File: src/verilog/pdobr_pkg.sv
package pdobr_pkg;

  // -----------------------------------------------------------------
  // Serial frame layout
  // -----------------------------------------------------------------
  localparam int         FRAME_BITS = 16;
  localparam logic [3:0] CNT_ADDR_LAST  = 4'h7;
  localparam logic [3:0] CNT_FRAME_LAST = 4'hf;

  // -----------------------------------------------------------------
  // Register offsets
  // -----------------------------------------------------------------
  localparam logic [6:0] ADDR_POWER       = 7'h08;
  localparam logic [6:0] ADDR_OBD_LOW     = 7'h0a;
  localparam logic [6:0] ADDR_OBD_MID     = 7'h0b;
  localparam logic [6:0] ADDR_OBD_HIGH    = 7'h0c;
  localparam logic [6:0] ADDR_SLEEP_MASK  = 7'h0d;
  localparam logic [6:0] ADDR_CLKIN_CTL   = 7'h18;
  localparam logic [6:0] ADDR_CLKPIN_CTL  = 7'h1f;

  localparam logic [7:0]  RESET_BYTE = 8'h00;
  localparam logic [23:0] RESET_OBD  = 24'h000000;
  localparam logic [7:0]  READ_UNMAPPED = 8'h00;

  // -----------------------------------------------------------------
  // Field positions
  // -----------------------------------------------------------------
  localparam int PWR_CLKBUF  = 5;
  localparam int PWR_AMP     = 4;
  localparam int PWR_CHAN_A  = 2;
  localparam int PWR_CHAN_B  = 1;
  localparam int PWR_GLOBAL  = 0;
  localparam int MASK_CLKBUF = 3;
  localparam int MASK_AMP    = 2;
  localparam int MASK_BGAP   = 1;
  localparam int CLKIN_EN_18 = 4;
  localparam int CLKIN_EN_1F = 6;
  localparam int CLKOUT_OFF  = 4;
  // Positions inside the 24-bit buffer disable field
  localparam int OBD_B5    = 7;
  localparam int OBD_CLKIN = 3;
  localparam int OBD_FRAME = 12;
  localparam int OBD_B6    = 8;
  localparam int OBD_A6    = 17;
  localparam int OBD_A5    = 16;

  // -----------------------------------------------------------------
  // Recommended buffer disable values per interface mode
  // -----------------------------------------------------------------
  localparam logic [23:0] OBD_TWO_WIRE  = 24'hfcee7f;
  localparam logic [23:0] OBD_ONE_WIRE  = 24'hfdeeff;
  localparam logic [23:0] OBD_HALF_WIRE = 24'hfdefff;

  // -----------------------------------------------------------------
  // Carriers
  // -----------------------------------------------------------------
  typedef struct packed {
    logic       wr;
    logic [6:0] addr;
    logic [7:0] data;
  } pdobr_req_t;

  typedef struct packed {
    logic sample_clock_buffer_off;
    logic reference_amplifier_off;
    logic bandgap_off;
    logic channel_first_off;
    logic channel_second_off;
  } pdobr_power_t;

  typedef struct packed {
    logic data_clock_input_pin_en;
    logic data_clock_output_pin_off;
    logic frame_clock_pin_off;
    logic second_channel_line_five_off;
    logic second_channel_line_six_off;
    logic first_channel_line_five_off;
    logic first_channel_line_six_off;
  } pdobr_pins_t;

endpackage

File: src/verilog/pdobr_regs.sv
// What this block does
// - Power register bit 5 high turns the sampling clock buffer off.
// - Power register bit 4 high turns the reference gain amplifier off.
// - Power register bit 2 high turns conversion channel A off.
// - Power register bit 1 high turns conversion channel B off.
// - Power register bit 0 enters whole-chip sleep, scoped by mask register.
// - In sleep, clock buffer and amplifier stay on only if masked.
// - Three registers form a 24-bit field, each high bit disables a buffer.
// - Fixed bit-to-pin mapping for clock, frame clock and data lines.
// - Clock input needs extra enables; data clock output off elsewhere.
module pdobr_regs (
  input  wire logic                clk_sys,
  input  wire logic                rst_n,
  input  wire logic                sclk,
  input  wire logic                sen_n,
  input  wire logic                sdio_in,
  output logic                     sdio_out,
  output logic                     sdio_oe,
  output pdobr_pkg::pdobr_power_t  power_ctl,
  output pdobr_pkg::pdobr_pins_t   pin_ctl,
  output logic [23:0]              output_driver_disable_bits
);

  // -----------------------------------------------------------------
  // Register state
  // -----------------------------------------------------------------
  pdobr_pkg::pdobr_req_t req;
  logic                  req_valid;
  logic [6:0]            rd_addr;
  logic [7:0]            rd_data;
  logic [7:0]            block_power_down_control;
  logic [7:0]            sleep_mask;
  logic [23:0]           obd;
  logic [7:0]            clkin_ctl;
  logic [7:0]            clkpin_ctl;
  logic                  wr_en;
  logic                  whole_chip_sleep;

  function automatic logic hit(input logic [6:0] a, input logic [6:0] off);
    hit = (a == off);
  endfunction

  pdobr_serial_port u_port (
    .clk_sys   (clk_sys),
    .rst_n     (rst_n),
    .sclk      (sclk),
    .sen_n     (sen_n),
    .sdio_in   (sdio_in),
    .rd_data   (rd_data),
    .req       (req),
    .req_valid (req_valid),
    .rd_addr   (rd_addr),
    .sdio_out  (sdio_out),
    .sdio_oe   (sdio_oe)
  );

  assign wr_en = req_valid & req.wr;
  assign whole_chip_sleep = block_power_down_control[pdobr_pkg::PWR_GLOBAL];

  // -----------------------------------------------------------------
  // Register writes
  // -----------------------------------------------------------------
  // Bits software must leave at zero are still stored, so a read shows
  // exactly what was written and a mistake is visible
  always_ff @(posedge clk_sys or negedge rst_n)
    if (!rst_n)
      block_power_down_control <= pdobr_pkg::RESET_BYTE;
    else if (wr_en && hit(req.addr, pdobr_pkg::ADDR_POWER))
      block_power_down_control <= req.data;

  always_ff @(posedge clk_sys or negedge rst_n)
    if (!rst_n)
      sleep_mask <= pdobr_pkg::RESET_BYTE;
    else if (wr_en && hit(req.addr, pdobr_pkg::ADDR_SLEEP_MASK))
      sleep_mask <= req.data;

  always_ff @(posedge clk_sys or negedge rst_n)
    if (!rst_n)
      obd <= pdobr_pkg::RESET_OBD;
    else if (wr_en && hit(req.addr, pdobr_pkg::ADDR_OBD_LOW))
      obd[7:0] <= req.data;
    else if (wr_en && hit(req.addr, pdobr_pkg::ADDR_OBD_MID))
      obd[15:8] <= req.data;
    else if (wr_en && hit(req.addr, pdobr_pkg::ADDR_OBD_HIGH))
      obd[23:16] <= req.data;

  always_ff @(posedge clk_sys or negedge rst_n)
    if (!rst_n)
      clkin_ctl <= pdobr_pkg::RESET_BYTE;
    else if (wr_en && hit(req.addr, pdobr_pkg::ADDR_CLKIN_CTL))
      clkin_ctl <= req.data;

  always_ff @(posedge clk_sys or negedge rst_n)
    if (!rst_n)
      clkpin_ctl <= pdobr_pkg::RESET_BYTE;
    else if (wr_en && hit(req.addr, pdobr_pkg::ADDR_CLKPIN_CTL))
      clkpin_ctl <= req.data;

  // -----------------------------------------------------------------
  // Read mux
  // -----------------------------------------------------------------
  always_comb
  begin
    if (hit(rd_addr, pdobr_pkg::ADDR_POWER))
      rd_data = block_power_down_control;
    else if (hit(rd_addr, pdobr_pkg::ADDR_OBD_LOW))
      rd_data = obd[7:0];
    else if (hit(rd_addr, pdobr_pkg::ADDR_OBD_MID))
      rd_data = obd[15:8];
    else if (hit(rd_addr, pdobr_pkg::ADDR_OBD_HIGH))
      rd_data = obd[23:16];
    else if (hit(rd_addr, pdobr_pkg::ADDR_SLEEP_MASK))
      rd_data = sleep_mask;
    else if (hit(rd_addr, pdobr_pkg::ADDR_CLKIN_CTL))
      rd_data = clkin_ctl;
    else if (hit(rd_addr, pdobr_pkg::ADDR_CLKPIN_CTL))
      rd_data = clkpin_ctl;
    else
      rd_data = pdobr_pkg::READ_UNMAPPED;
  end

  // -----------------------------------------------------------------
  // Power controls
  // -----------------------------------------------------------------
  // Registered once more so every output leaves from a flip-flop; costs
  // one cycle of latency, irrelevant against analog settling
  always_ff @(posedge clk_sys or negedge rst_n)
    if (!rst_n)
      power_ctl <= '0;
    else
    begin
      power_ctl.sample_clock_buffer_off <=
        block_power_down_control[pdobr_pkg::PWR_CLKBUF] |
        (whole_chip_sleep & ~sleep_mask[pdobr_pkg::MASK_CLKBUF]);
      power_ctl.reference_amplifier_off <=
        block_power_down_control[pdobr_pkg::PWR_AMP] |
        (whole_chip_sleep & ~sleep_mask[pdobr_pkg::MASK_AMP]);
      power_ctl.bandgap_off <=
        whole_chip_sleep & sleep_mask[pdobr_pkg::MASK_BGAP];
      power_ctl.channel_first_off <=
        block_power_down_control[pdobr_pkg::PWR_CHAN_A] |
        whole_chip_sleep;
      power_ctl.channel_second_off <=
        block_power_down_control[pdobr_pkg::PWR_CHAN_B] |
        whole_chip_sleep;
    end

  // -----------------------------------------------------------------
  // Output buffer controls
  // -----------------------------------------------------------------
  always_ff @(posedge clk_sys or negedge rst_n)
    if (!rst_n)
    begin
      output_driver_disable_bits <= pdobr_pkg::RESET_OBD;
      pin_ctl                    <= '0;
    end
    else
    begin
      output_driver_disable_bits <= obd;
      // Input clock buffer needs both extra enables and no disable bit
      pin_ctl.data_clock_input_pin_en <=
        ~obd[pdobr_pkg::OBD_CLKIN] &
        clkin_ctl[pdobr_pkg::CLKIN_EN_18] &
        clkpin_ctl[pdobr_pkg::CLKIN_EN_1F];
      pin_ctl.data_clock_output_pin_off <=
        clkpin_ctl[pdobr_pkg::CLKOUT_OFF];
      pin_ctl.frame_clock_pin_off <= obd[pdobr_pkg::OBD_FRAME];
      pin_ctl.second_channel_line_five_off <= obd[pdobr_pkg::OBD_B5];
      pin_ctl.second_channel_line_six_off <= obd[pdobr_pkg::OBD_B6];
      pin_ctl.first_channel_line_five_off <= obd[pdobr_pkg::OBD_A5];
      pin_ctl.first_channel_line_six_off <= obd[pdobr_pkg::OBD_A6];
    end

  // -----------------------------------------------------------------
  // Assertions
  // -----------------------------------------------------------------
  logic wr_pwr;
  logic wr_low;
  logic wr_mid;
  logic wr_high;
  logic wr_pin;
  assign wr_pwr  = wr_en && hit(req.addr, pdobr_pkg::ADDR_POWER);
  assign wr_low  = wr_en && hit(req.addr, pdobr_pkg::ADDR_OBD_LOW);
  assign wr_mid  = wr_en && hit(req.addr, pdobr_pkg::ADDR_OBD_MID);
  assign wr_high = wr_en && hit(req.addr, pdobr_pkg::ADDR_OBD_HIGH);
  assign wr_pin  = wr_en && hit(req.addr, pdobr_pkg::ADDR_CLKPIN_CTL);

  property p_clkbuf;
    @(posedge clk_sys) disable iff (!rst_n)
    wr_pwr |-> ##2 (power_ctl.sample_clock_buffer_off ==
      ($past(req.data[5], 2) | ($past(req.data[0], 2) & ~sleep_mask[3])));
  endproperty
  a_clkbuf: assert property (p_clkbuf)
    else $error("clock buffer power-down wrong after write");

  property p_ref_amp;
    @(posedge clk_sys) disable iff (!rst_n)
    (wr_pwr && req.data[4]) |-> ##2 power_ctl.reference_amplifier_off;
  endproperty
  a_ref_amp: assert property (p_ref_amp)
    else $error("amplifier not powered down after write");

  property p_chan_a;
    @(posedge clk_sys) disable iff (!rst_n)
    (wr_pwr && req.data[2:0] == 3'h0) |-> ##2
      (!power_ctl.channel_first_off && !power_ctl.channel_second_off);
  endproperty
  a_chan_a: assert property (p_chan_a)
    else $error("channel off with its bit and sleep clear");

  property p_chan_b;
    @(posedge clk_sys) disable iff (!rst_n)
    (wr_pwr && req.data[1]) |-> ##2
      (power_ctl.channel_second_off [*2]);
  endproperty
  a_chan_b: assert property (p_chan_b)
    else $error("channel B not powered down");

  property p_sleep;
    @(posedge clk_sys) disable iff (!rst_n)
    (wr_pwr && req.data[0]) |-> ##2
      (power_ctl.channel_first_off && power_ctl.channel_second_off);
  endproperty
  a_sleep: assert property (p_sleep)
    else $error("sleep did not stop both channels");

  property p_mask;
    @(posedge clk_sys) disable iff (!rst_n)
    (whole_chip_sleep && !block_power_down_control[4]) |=>
      (power_ctl.reference_amplifier_off == !$past(sleep_mask[2]))
      && (power_ctl.bandgap_off == $past(sleep_mask[1]));
  endproperty
  a_mask: assert property (p_mask)
    else $error("sleep mask not honoured");

  property p_field;
    @(posedge clk_sys) disable iff (!rst_n)
    wr_low |-> ##2
      (output_driver_disable_bits[7:0] == $past(req.data, 2));
  endproperty
  a_field: assert property (p_field)
    else $error("disable field low byte mismatch");

  property p_map;
    @(posedge clk_sys) disable iff (!rst_n)
    wr_high |-> ##2
      (pin_ctl.first_channel_line_five_off == $past(req.data[0], 2))
      && (pin_ctl.first_channel_line_six_off == $past(req.data[1], 2));
  endproperty
  a_map: assert property (p_map)
    else $error("first channel line mapping wrong");

  property p_clkout;
    @(posedge clk_sys) disable iff (!rst_n)
    wr_pin |-> ##2
      (pin_ctl.data_clock_output_pin_off == $past(req.data[4], 2));
  endproperty
  a_clkout: assert property (p_clkout)
    else $error("data clock output control wrong");

  property p_mid;
    @(posedge clk_sys) disable iff (!rst_n)
    wr_mid |-> ##2
      (output_driver_disable_bits[15:8] == $past(req.data, 2));
  endproperty
  a_mid: assert property (p_mid)
    else $error("disable field middle byte mismatch");

  property p_frame;
    @(posedge clk_sys) disable iff (!rst_n)
    wr_mid |-> ##2
      (pin_ctl.frame_clock_pin_off == $past(req.data[4], 2))
      && (pin_ctl.second_channel_line_six_off == $past(req.data[0], 2));
  endproperty
  a_frame: assert property (p_frame)
    else $error("frame clock or second channel mapping wrong");

  property p_clkin;
    @(posedge clk_sys) disable iff (!rst_n)
    pin_ctl.data_clock_input_pin_en ==
      ($past(clkin_ctl[4]) & $past(clkpin_ctl[6]) & ~$past(obd[3]));
  endproperty
  a_clkin: assert property (p_clkin)
    else $error("data clock input enable wrong");

  property p_bandgap;
    @(posedge clk_sys) disable iff (!rst_n)
    power_ctl.bandgap_off |-> $past(whole_chip_sleep)
      && $past(sleep_mask[1]);
  endproperty
  a_bandgap: assert property (p_bandgap)
    else $error("bandgap off outside masked sleep");

  c_sleep: cover property (@(posedge clk_sys) disable iff (!rst_n)
    wr_pwr && req.data[0]);
  c_low: cover property (@(posedge clk_sys) disable iff (!rst_n)
    wr_low);
  c_read: cover property (@(posedge clk_sys) disable iff (!rst_n)
    sdio_oe);
  c_masked: cover property (@(posedge clk_sys) disable iff (!rst_n)
    whole_chip_sleep && sleep_mask[3] && sleep_mask[2]);
  c_clkin: cover property (@(posedge clk_sys) disable iff (!rst_n)
    pin_ctl.data_clock_input_pin_en);

endmodule

File: src/verilog/pdobr_serial_port.sv
module pdobr_serial_port (
  input  wire logic              clk_sys,
  input  wire logic              rst_n,
  input  wire logic              sclk,
  input  wire logic              sen_n,
  input  wire logic              sdio_in,
  input  wire logic [7:0]        rd_data,
  output pdobr_pkg::pdobr_req_t  req,
  output logic                   req_valid,
  output logic [6:0]             rd_addr,
  output logic                   sdio_out,
  output logic                   sdio_oe
);

  logic        sclk_q;
  logic [14:0] shift;
  logic [3:0]  bit_cnt;
  logic        rd_load;
  logic        rd_active;
  logic [7:0]  out_shift;
  logic        sclk_rise;
  logic        sclk_fall;
  logic [15:0] word;

  assign sclk_rise = sclk & ~sclk_q & ~sen_n;
  assign sclk_fall = ~sclk & sclk_q & ~sen_n;
  assign word      = {shift, sdio_in};

  always_ff @(posedge clk_sys or negedge rst_n)
    if (!rst_n)
      sclk_q <= 1'b0;
    else
      sclk_q <= sclk;

  // -----------------------------------------------------------------
  // Input shifter
  // -----------------------------------------------------------------
  always_ff @(posedge clk_sys or negedge rst_n)
    if (!rst_n)
    begin
      shift   <= 15'h0000;
      bit_cnt <= 4'h0;
    end
    else if (sen_n)
      bit_cnt <= 4'h0;
    else if (sclk_rise)
    begin
      shift   <= word[14:0];
      bit_cnt <= bit_cnt + 4'h1;
    end

  always_ff @(posedge clk_sys or negedge rst_n)
    if (!rst_n)
    begin
      req_valid <= 1'b0;
      req       <= '0;
    end
    else
    begin
      req_valid <= sclk_rise && (bit_cnt == pdobr_pkg::CNT_FRAME_LAST);
      if (sclk_rise && (bit_cnt == pdobr_pkg::CNT_FRAME_LAST))
      begin
        req.wr   <= ~word[15];
        req.addr <= word[14:8];
        req.data <= word[7:0];
      end
    end

  // -----------------------------------------------------------------
  // Read return
  // -----------------------------------------------------------------
  always_ff @(posedge clk_sys or negedge rst_n)
    if (!rst_n)
    begin
      rd_addr <= 7'h00;
      rd_load <= 1'b0;
    end
    else
    begin
      rd_load <= sclk_rise && (bit_cnt == pdobr_pkg::CNT_ADDR_LAST)
                 && word[7];
      if (sclk_rise && (bit_cnt == pdobr_pkg::CNT_ADDR_LAST))
        rd_addr <= word[6:0];
    end

  // Data changes on the falling edge so the host samples it stable
  always_ff @(posedge clk_sys or negedge rst_n)
    if (!rst_n)
    begin
      out_shift <= 8'h00;
      rd_active <= 1'b0;
      sdio_out  <= 1'b0;
      sdio_oe   <= 1'b0;
    end
    else if (sen_n)
    begin
      rd_active <= 1'b0;
      sdio_oe   <= 1'b0;
      sdio_out  <= 1'b0;
    end
    else if (rd_load)
    begin
      out_shift <= rd_data;
      rd_active <= 1'b1;
    end
    else if (sclk_fall && rd_active)
    begin
      sdio_out  <= out_shift[7];
      out_shift <= {out_shift[6:0], 1'b0};
      sdio_oe   <= 1'b1;
    end

endmodule

File: config.mk
export PLATFORM = sky130hd
export DESIGN_NAME = pdobr_regs
export DESIGN_NICKNAME = d
export VERILOG_FILES = /design/src/verilog/pdobr_pkg.sv /design/src/verilog/pdobr_regs.sv /design/src/verilog/pdobr_serial_port.sv
export SDC_FILE = /design/constraint.sdc
export NUM_CORES = 1
export LEC_CHECK = 0
export BUFFER_PORTS_ARGS = -buffer_cell sky130_fd_sc_hd__buf_2
export CAP_MARGIN = 10
export CORE_MARGIN = 5
export CORE_UTILIZATION = 45
export DETAILED_ROUTE_END_ITERATION = 6
export MAX_ROUTING_LAYER = met4
export PLACE_DENSITY = 0.63
export SKIP_LAST_GASP = 1
export SYNTH_ARGS = -nofsm -noshare
export SYNTH_HDL_FRONTEND = slang
export SYNTH_SLANG_ARGS = --single-unit
File: constraint.sdc
create_clock -name clk_sys -period 1.7 [get_ports clk_sys]
set_clock_uncertainty 0.2 [all_clocks]
set_input_delay 0.085 -clock clk_sys [delete_from_list [all_inputs] [get_ports clk_sys]]
set_output_delay 0.085 -clock clk_sys [all_outputs]
set_load 0.01 [all_outputs]
==> Word level (Yosys, flattened, before mapping) <==
Cells that the tools add are included.
{ "totals": {"register_bits": 148} }
{ "op_classes": {"addsub": 1, "eq_ne": 17, "muxes": 19, "n_bitwise": 23, "n_reduce_logical": 20} }
{ "ops": {"columns": ["operator", "count"], "rows": [
  ["8-bit two-way mux", 9],
  ["7-bit by 4-bit == test with 1-bit output (second input constant)", 10],
  ["7-bit by 5-bit == test with 1-bit output (second input constant)", 4],
  ["1-bit logical AND", 11],
  ["1-bit bitwise AND", 10],
  ["1-bit inverter", 9],
  ["1-bit two-way mux", 8],
  ["4-bit two-way mux", 2],
  ["2-bit AND reduction", 4],
  ["2-bit nonzero test", 4],
  ["4-bit by 1-bit adder with 4-bit output (second input constant)", 1],
  ["4-bit by 3-bit == test with 1-bit output (second input constant)", 1],
  ["4-bit == test (second input constant)", 1],
  ["1-bit OR", 4],
  ["3-bit AND reduction", 1],
  ["2-bit != test (second input constant)", 1]
]} }

==> Depth between registers and ports, before layout <==
{ "logic_depth": {"ltp_word": 9, "ltp_mapped": 6} }

==> Cells and area by module <==
Synthesis repeated with hierarchy kept, for this count alone.
{ "hier_totals": {"cells_unflattened": 421, "area_unflattened_um2": 6085.8} }
{ "modules_own_cells": {"columns": ["module", "n_inst", "cells_each", "area_each_um2", "seq_area_each_um2"], "rows": [
  ["pdobr_regs", 1, 272, 3817.4, 2177.1],
  ["pdobr_serial_port", 1, 149, 2268.4, 1401.3]
]} }

==> Worst setup path before layout <==
No wires, ideal clock.
{ "synth_timing": {"path_kind": "reg-to-reg", "from": "reg u_port.rd_addr[4]", "to": "reg u_port.out_shift[1]", "arrival_ps": 1631, "required_ps": 1420, "path_slack_ps": -211, "path_stages_with_launch": 7, "n_path_buf": 2, "synth_period_minus_slack_ps": 1911, "path_cell_list": "dfrtp_1 > buf_6 > or4b_4 > buf_6 > nor3_4 > a22oi_1 > o211ai_2"} }
{ "synth_between": {"elab_chain_cells": 9, "word_cells_on_any_way": 15} }
{ "synth_lines": {"columns": ["element", "line", "rtl"], "rows": [
  ["from (decl)", "pdobr_serial_port.sv:10", "output logic [6:0] rd_addr,"],
  ["from (signal assigned)", "pdobr_serial_port.sv:83", "rd_addr <= word[6:0];"],
  ["7-bit by 5-bit == test with 1-bit output", "pdobr_regs.sv:40", "hit = (a == off);"],
  ["8-bit two-way mux", "pdobr_regs.sv:116", "else if (hit(rd_addr, pdobr_pkg::ADDR_CLKPIN_CTL))"],
  ["8-bit two-way mux", "pdobr_regs.sv:114", "else if (hit(rd_addr, pdobr_pkg::ADDR_CLKIN_CTL))"],
  ["8-bit two-way mux", "pdobr_regs.sv:112", "else if (hit(rd_addr, pdobr_pkg::ADDR_SLEEP_MASK))"],
  ["8-bit two-way mux", "pdobr_regs.sv:110", "else if (hit(rd_addr, pdobr_pkg::ADDR_OBD_HIGH))"],
  ["8-bit two-way mux", "pdobr_regs.sv:108", "else if (hit(rd_addr, pdobr_pkg::ADDR_OBD_MID))"],
  ["8-bit two-way mux", "pdobr_regs.sv:106", "else if (hit(rd_addr, pdobr_pkg::ADDR_OBD_LOW))"],
  ["8-bit two-way mux *", "pdobr_regs.sv:104", "if (hit(rd_addr, pdobr_pkg::ADDR_POWER))"],
  ["8-bit two-way mux *", "pdobr_serial_port.sv:101", "else if (rd_load)"],
  ["to (signal assigned)", "pdobr_serial_port.sv:103", "out_shift <= rd_data;"],
  ["to (signal assigned)", "pdobr_serial_port.sv:109", "out_shift <= {out_shift[6:0], 1'b0};"],
  ["to (decl)", "pdobr_serial_port.sv:20", "logic [7:0] out_shift;"]
]} }
Mark *: on every way between the ends. The rest lies on a longest branch, timed or not.
A chain may end at the register's enable or synchronous reset.

==> Worst setup path in the final report <==
{ "layout_timing": {"from": "reg u_port.rd_addr[5]", "to": "reg u_port.out_shift[2]"} }
Same word-level chain as after synthesis.

==> flow_summary.json <==
{
  "status": "finished, violations left",
  "violations": "negative setup slack",
  "grt_max_degree": 47,
  "rows": 42,
  "crit_slowest_cell": "or4b_4",
  "max_freq_ghz": 0.522,
  "dr.pass1.iters": 4,
  "drive_above_1_share_pct": 50.5,
  "power.density_mw_per_mm2": 1020,
  "final_cell_mix": "dfrtp_1, mux2_4, mux2_2",
  "drc": 0,
  "setup_ws_ns": -0.217,
  "initial_utilization_pct": 46.0,
  "synthFlopType": "dfrtp_1",
  "crit_chain": "or4b_4 -> buf_12 -> a31oi_2 -> o31ai_2 -> a2bb2oi_1",
  "finalHoldViolCount": 0,
  "crit_arrival_ns": 2.06,
  "wl_um": 15500,
  "cpPeakStageDelay_ns": 0.58,
  "numCtsBuffers": 17,
  "cts.sinks": 143,
  "viasPerCell": 5.64,
  "drv_cap": 0,
  "drtIter0Drc": 274,
  "gp_congestion": 0.997,
  "endpoint_kind": "register",
  "power_leakage_nw": 4.01,
  "drv_slew": 0,
  "crit_type": "register to register",
  "setup_violations": 93,
  "finalPower_mw": 8.49,
  "grt_pass1_wl_um": 24100,
  "fp.dieH_um": 127,
  "slew_headroom_pct": 67.4,
  "cts_max_level": 4,
  "hp-class": "input port to register",
  "synth_top_area_share_pct": 58.5,
  "dp_slack_ns": -0.302,
  "port_buffers": 42,
  "die_w_um": 127,
  "clk_latency_ns": 0.43,
  "worst_pin_slew_ns": 0.489,
  "core_mm2": 0.0133,
  "routedWlPerCell_um": 21.0,
  "synthArstFlopShare_pct": 100,
  "root_buffer": "clkbuf_16",
  "design.die.area_mm2": 0.0160,
  "clockBufferDepth": 2,
  "synth_edf_count": 0,
  "setup_tns_ns": -10.65,
  "ys_seq_area_share_pct": 58.5,
  "syn_inst": 448,
  "num_antenna_cells": 0,
  "yosysUniqueCellTypes": 55,
  "first_global_vias": 4268,
  "final_common_cell": "dfrtp_1",
  "cpLargestDelayFamily": "simple AND/OR/NAND/NOR gates",
  "yosysTopAreaCell": "dfrtp_1",
  "crit_fanout": 6,
  "dp_hpwl_um": 10100,
  "vias": 4173,
  "gr-total-overflow": 0,
  "num_io_pins": 43,
  "cp-start-kind": "register",
  "postRouteAntennaNets": 0,
  "fin_crit_ns": 1.92,
  "critPathRequiredTime_ns": 1.85,
  "peakVddDrop_mv": 0.775,
  "syn_nets": 454,
  "final_net_count": 557,
  "ys_ff_latch": 143,
  "area_delta_synth_final_pct": 36.4,
  "syn_area_per_cell_um2": 13.7,
  "hold_slack_ns": 0.0202,
  "rsz0062_at_grt": "yes",
  "antenna_found_initial": 0,
  "ys_warn_count": 0,
  "syn_area_mm2": 0.00612,
  "cts_tree": "yes",
  "clk_pin_slew_worst_paths_ns": 0.06,
  "ys_top_cells_by_area": "dfrtp_1, mux2_2, mux2_1, or4b_1, a21oi_1",
  "period_share_pct": 113,
  "critPathBufInv": 1,
  "grt_usage_pct": 20.1
}
-- cells in the mapped netlist, drive strengths merged (4+ instances only) --
master and number:
nand2 13, buf 13, or4b 10, a2bb2oi 5, a31oi 5, clkbuf 13
a221oi 5, nand3 4, a21oi 15, nor2b 6, or4bb 6, mux2 94
and2 6, nor2 15, mux2i 4, nand4 11, nor3 10, nand4b 7
o22ai 5, nand3b 4, dfrtp 143, o21ai 5, inv 6, o31ai 6
o2111ai 7
-- routing by layer --
layer  part of all wire, %  global-route usage (%)
met1                    44                    25.7
met2                    49                    31.0
met3                   4.2                    4.25
met4                   2.9                    8.64
met5                     0                       -
-- registers in the layout (all words and copies together) (netlist names) --
name and cells:
block_power_down_control 8, clkin_ctl 8, clkpin_ctl 8, obd 24, output_driver_disable_bits 24, pin_ctl 2
power_ctl 5, sleep_mask 8, u_port.bit_cnt 4, u_port.out_shift 8, u_port.rd_active 1, u_port.rd_addr 7
u_port.rd_load 1, u_port.req 16, u_port.req_valid 1, u_port.sclk_q 1, u_port.sdio_oe 1, u_port.sdio_out 1
u_port.shift 15
-- through the flow --
| step | utilization, % | std cells | cell area [um^2] |
|---|---|---|---|
| after CTS | 60.1 | 730 | 7980 |
| after floorplan | - | 448 | 6220 |
| after global routing | 62.8 | 740 | 8350 |
| final | 62.8 | 740 | 8350 |
| after detailed placement | 52.4 | 686 | 6960 |
| after global placement | 52.4 | 686 | 6960 |
-- layout make-up --
cell class                      instances  area [um^2]
Clock inverter                         10          254
Timing Repair Buffer                  109         1020
Tap cell                              176          220
Fill cell                             988         4940
Multi-Input combinational cell        274         2770
Sequential cell                       143         3590
Clock buffer                           22          474
Inverter                                6         22.5
-- kinds of logic (layout without fill, tap and decap cells) --
family | after synthesis | in the layout | synth area share [%]
fa+ha+maj | 1 | 1 | 0.204
flops | 143 | 143 | 58.5
xor+xnor | 3 | 3 | 0.429
buf+inv | 32 | 147 | 2.64
mux | 98 | 98 | 17.9
simple gates | 109 | 110 | 13.2
compound gates | 62 | 62 | 7.11
-- power by group --
part | leakage, nW | switching (mW) | internal (mW)
clock | 0.355 | 1.38 | 3.16
combinational | 1.68 | 0.129 | 0.187
sequential | 1.97 | 0.119 | 3.51
-- worst paths after layout --
path                                                  to  slack [ns]               from  cells after the start
min reg2reg                output_driver_disable_bits[7]        0.20             obd[7]                      0
min in group asynchronous                   clkin_ctl[4]        0.42              rst_n                      3
max in group asynchronous                u_port.sdio_out        0.26              rst_n                      4
min                                  u_port.out_shift[0]        0.02              sen_n                      5
max                                  u_port.out_shift[2]       -0.22  u_port.rd_addr[5]                      5
max reg2reg                          u_port.out_shift[2]       -0.22  u_port.rd_addr[5]                      5
-- what timing repair did --
action,CTS,global route
pin swaps,7,15
hold buffers,5,1
setup buffers,5,5
setup endpoints to repair,93,121
resized for setup,35,57
cloned,2,6
hold endpoints to repair,154,19
-- tightest hold or removal path: cells and delay by family --
family                 cells  cell delay, ns
AO/OA/AOI/OAI              2            0.12
AND/OR/NAND/NOR            1            0.08
buffers and inverters      2            0.33
Power figures use the tool's default switching activity.
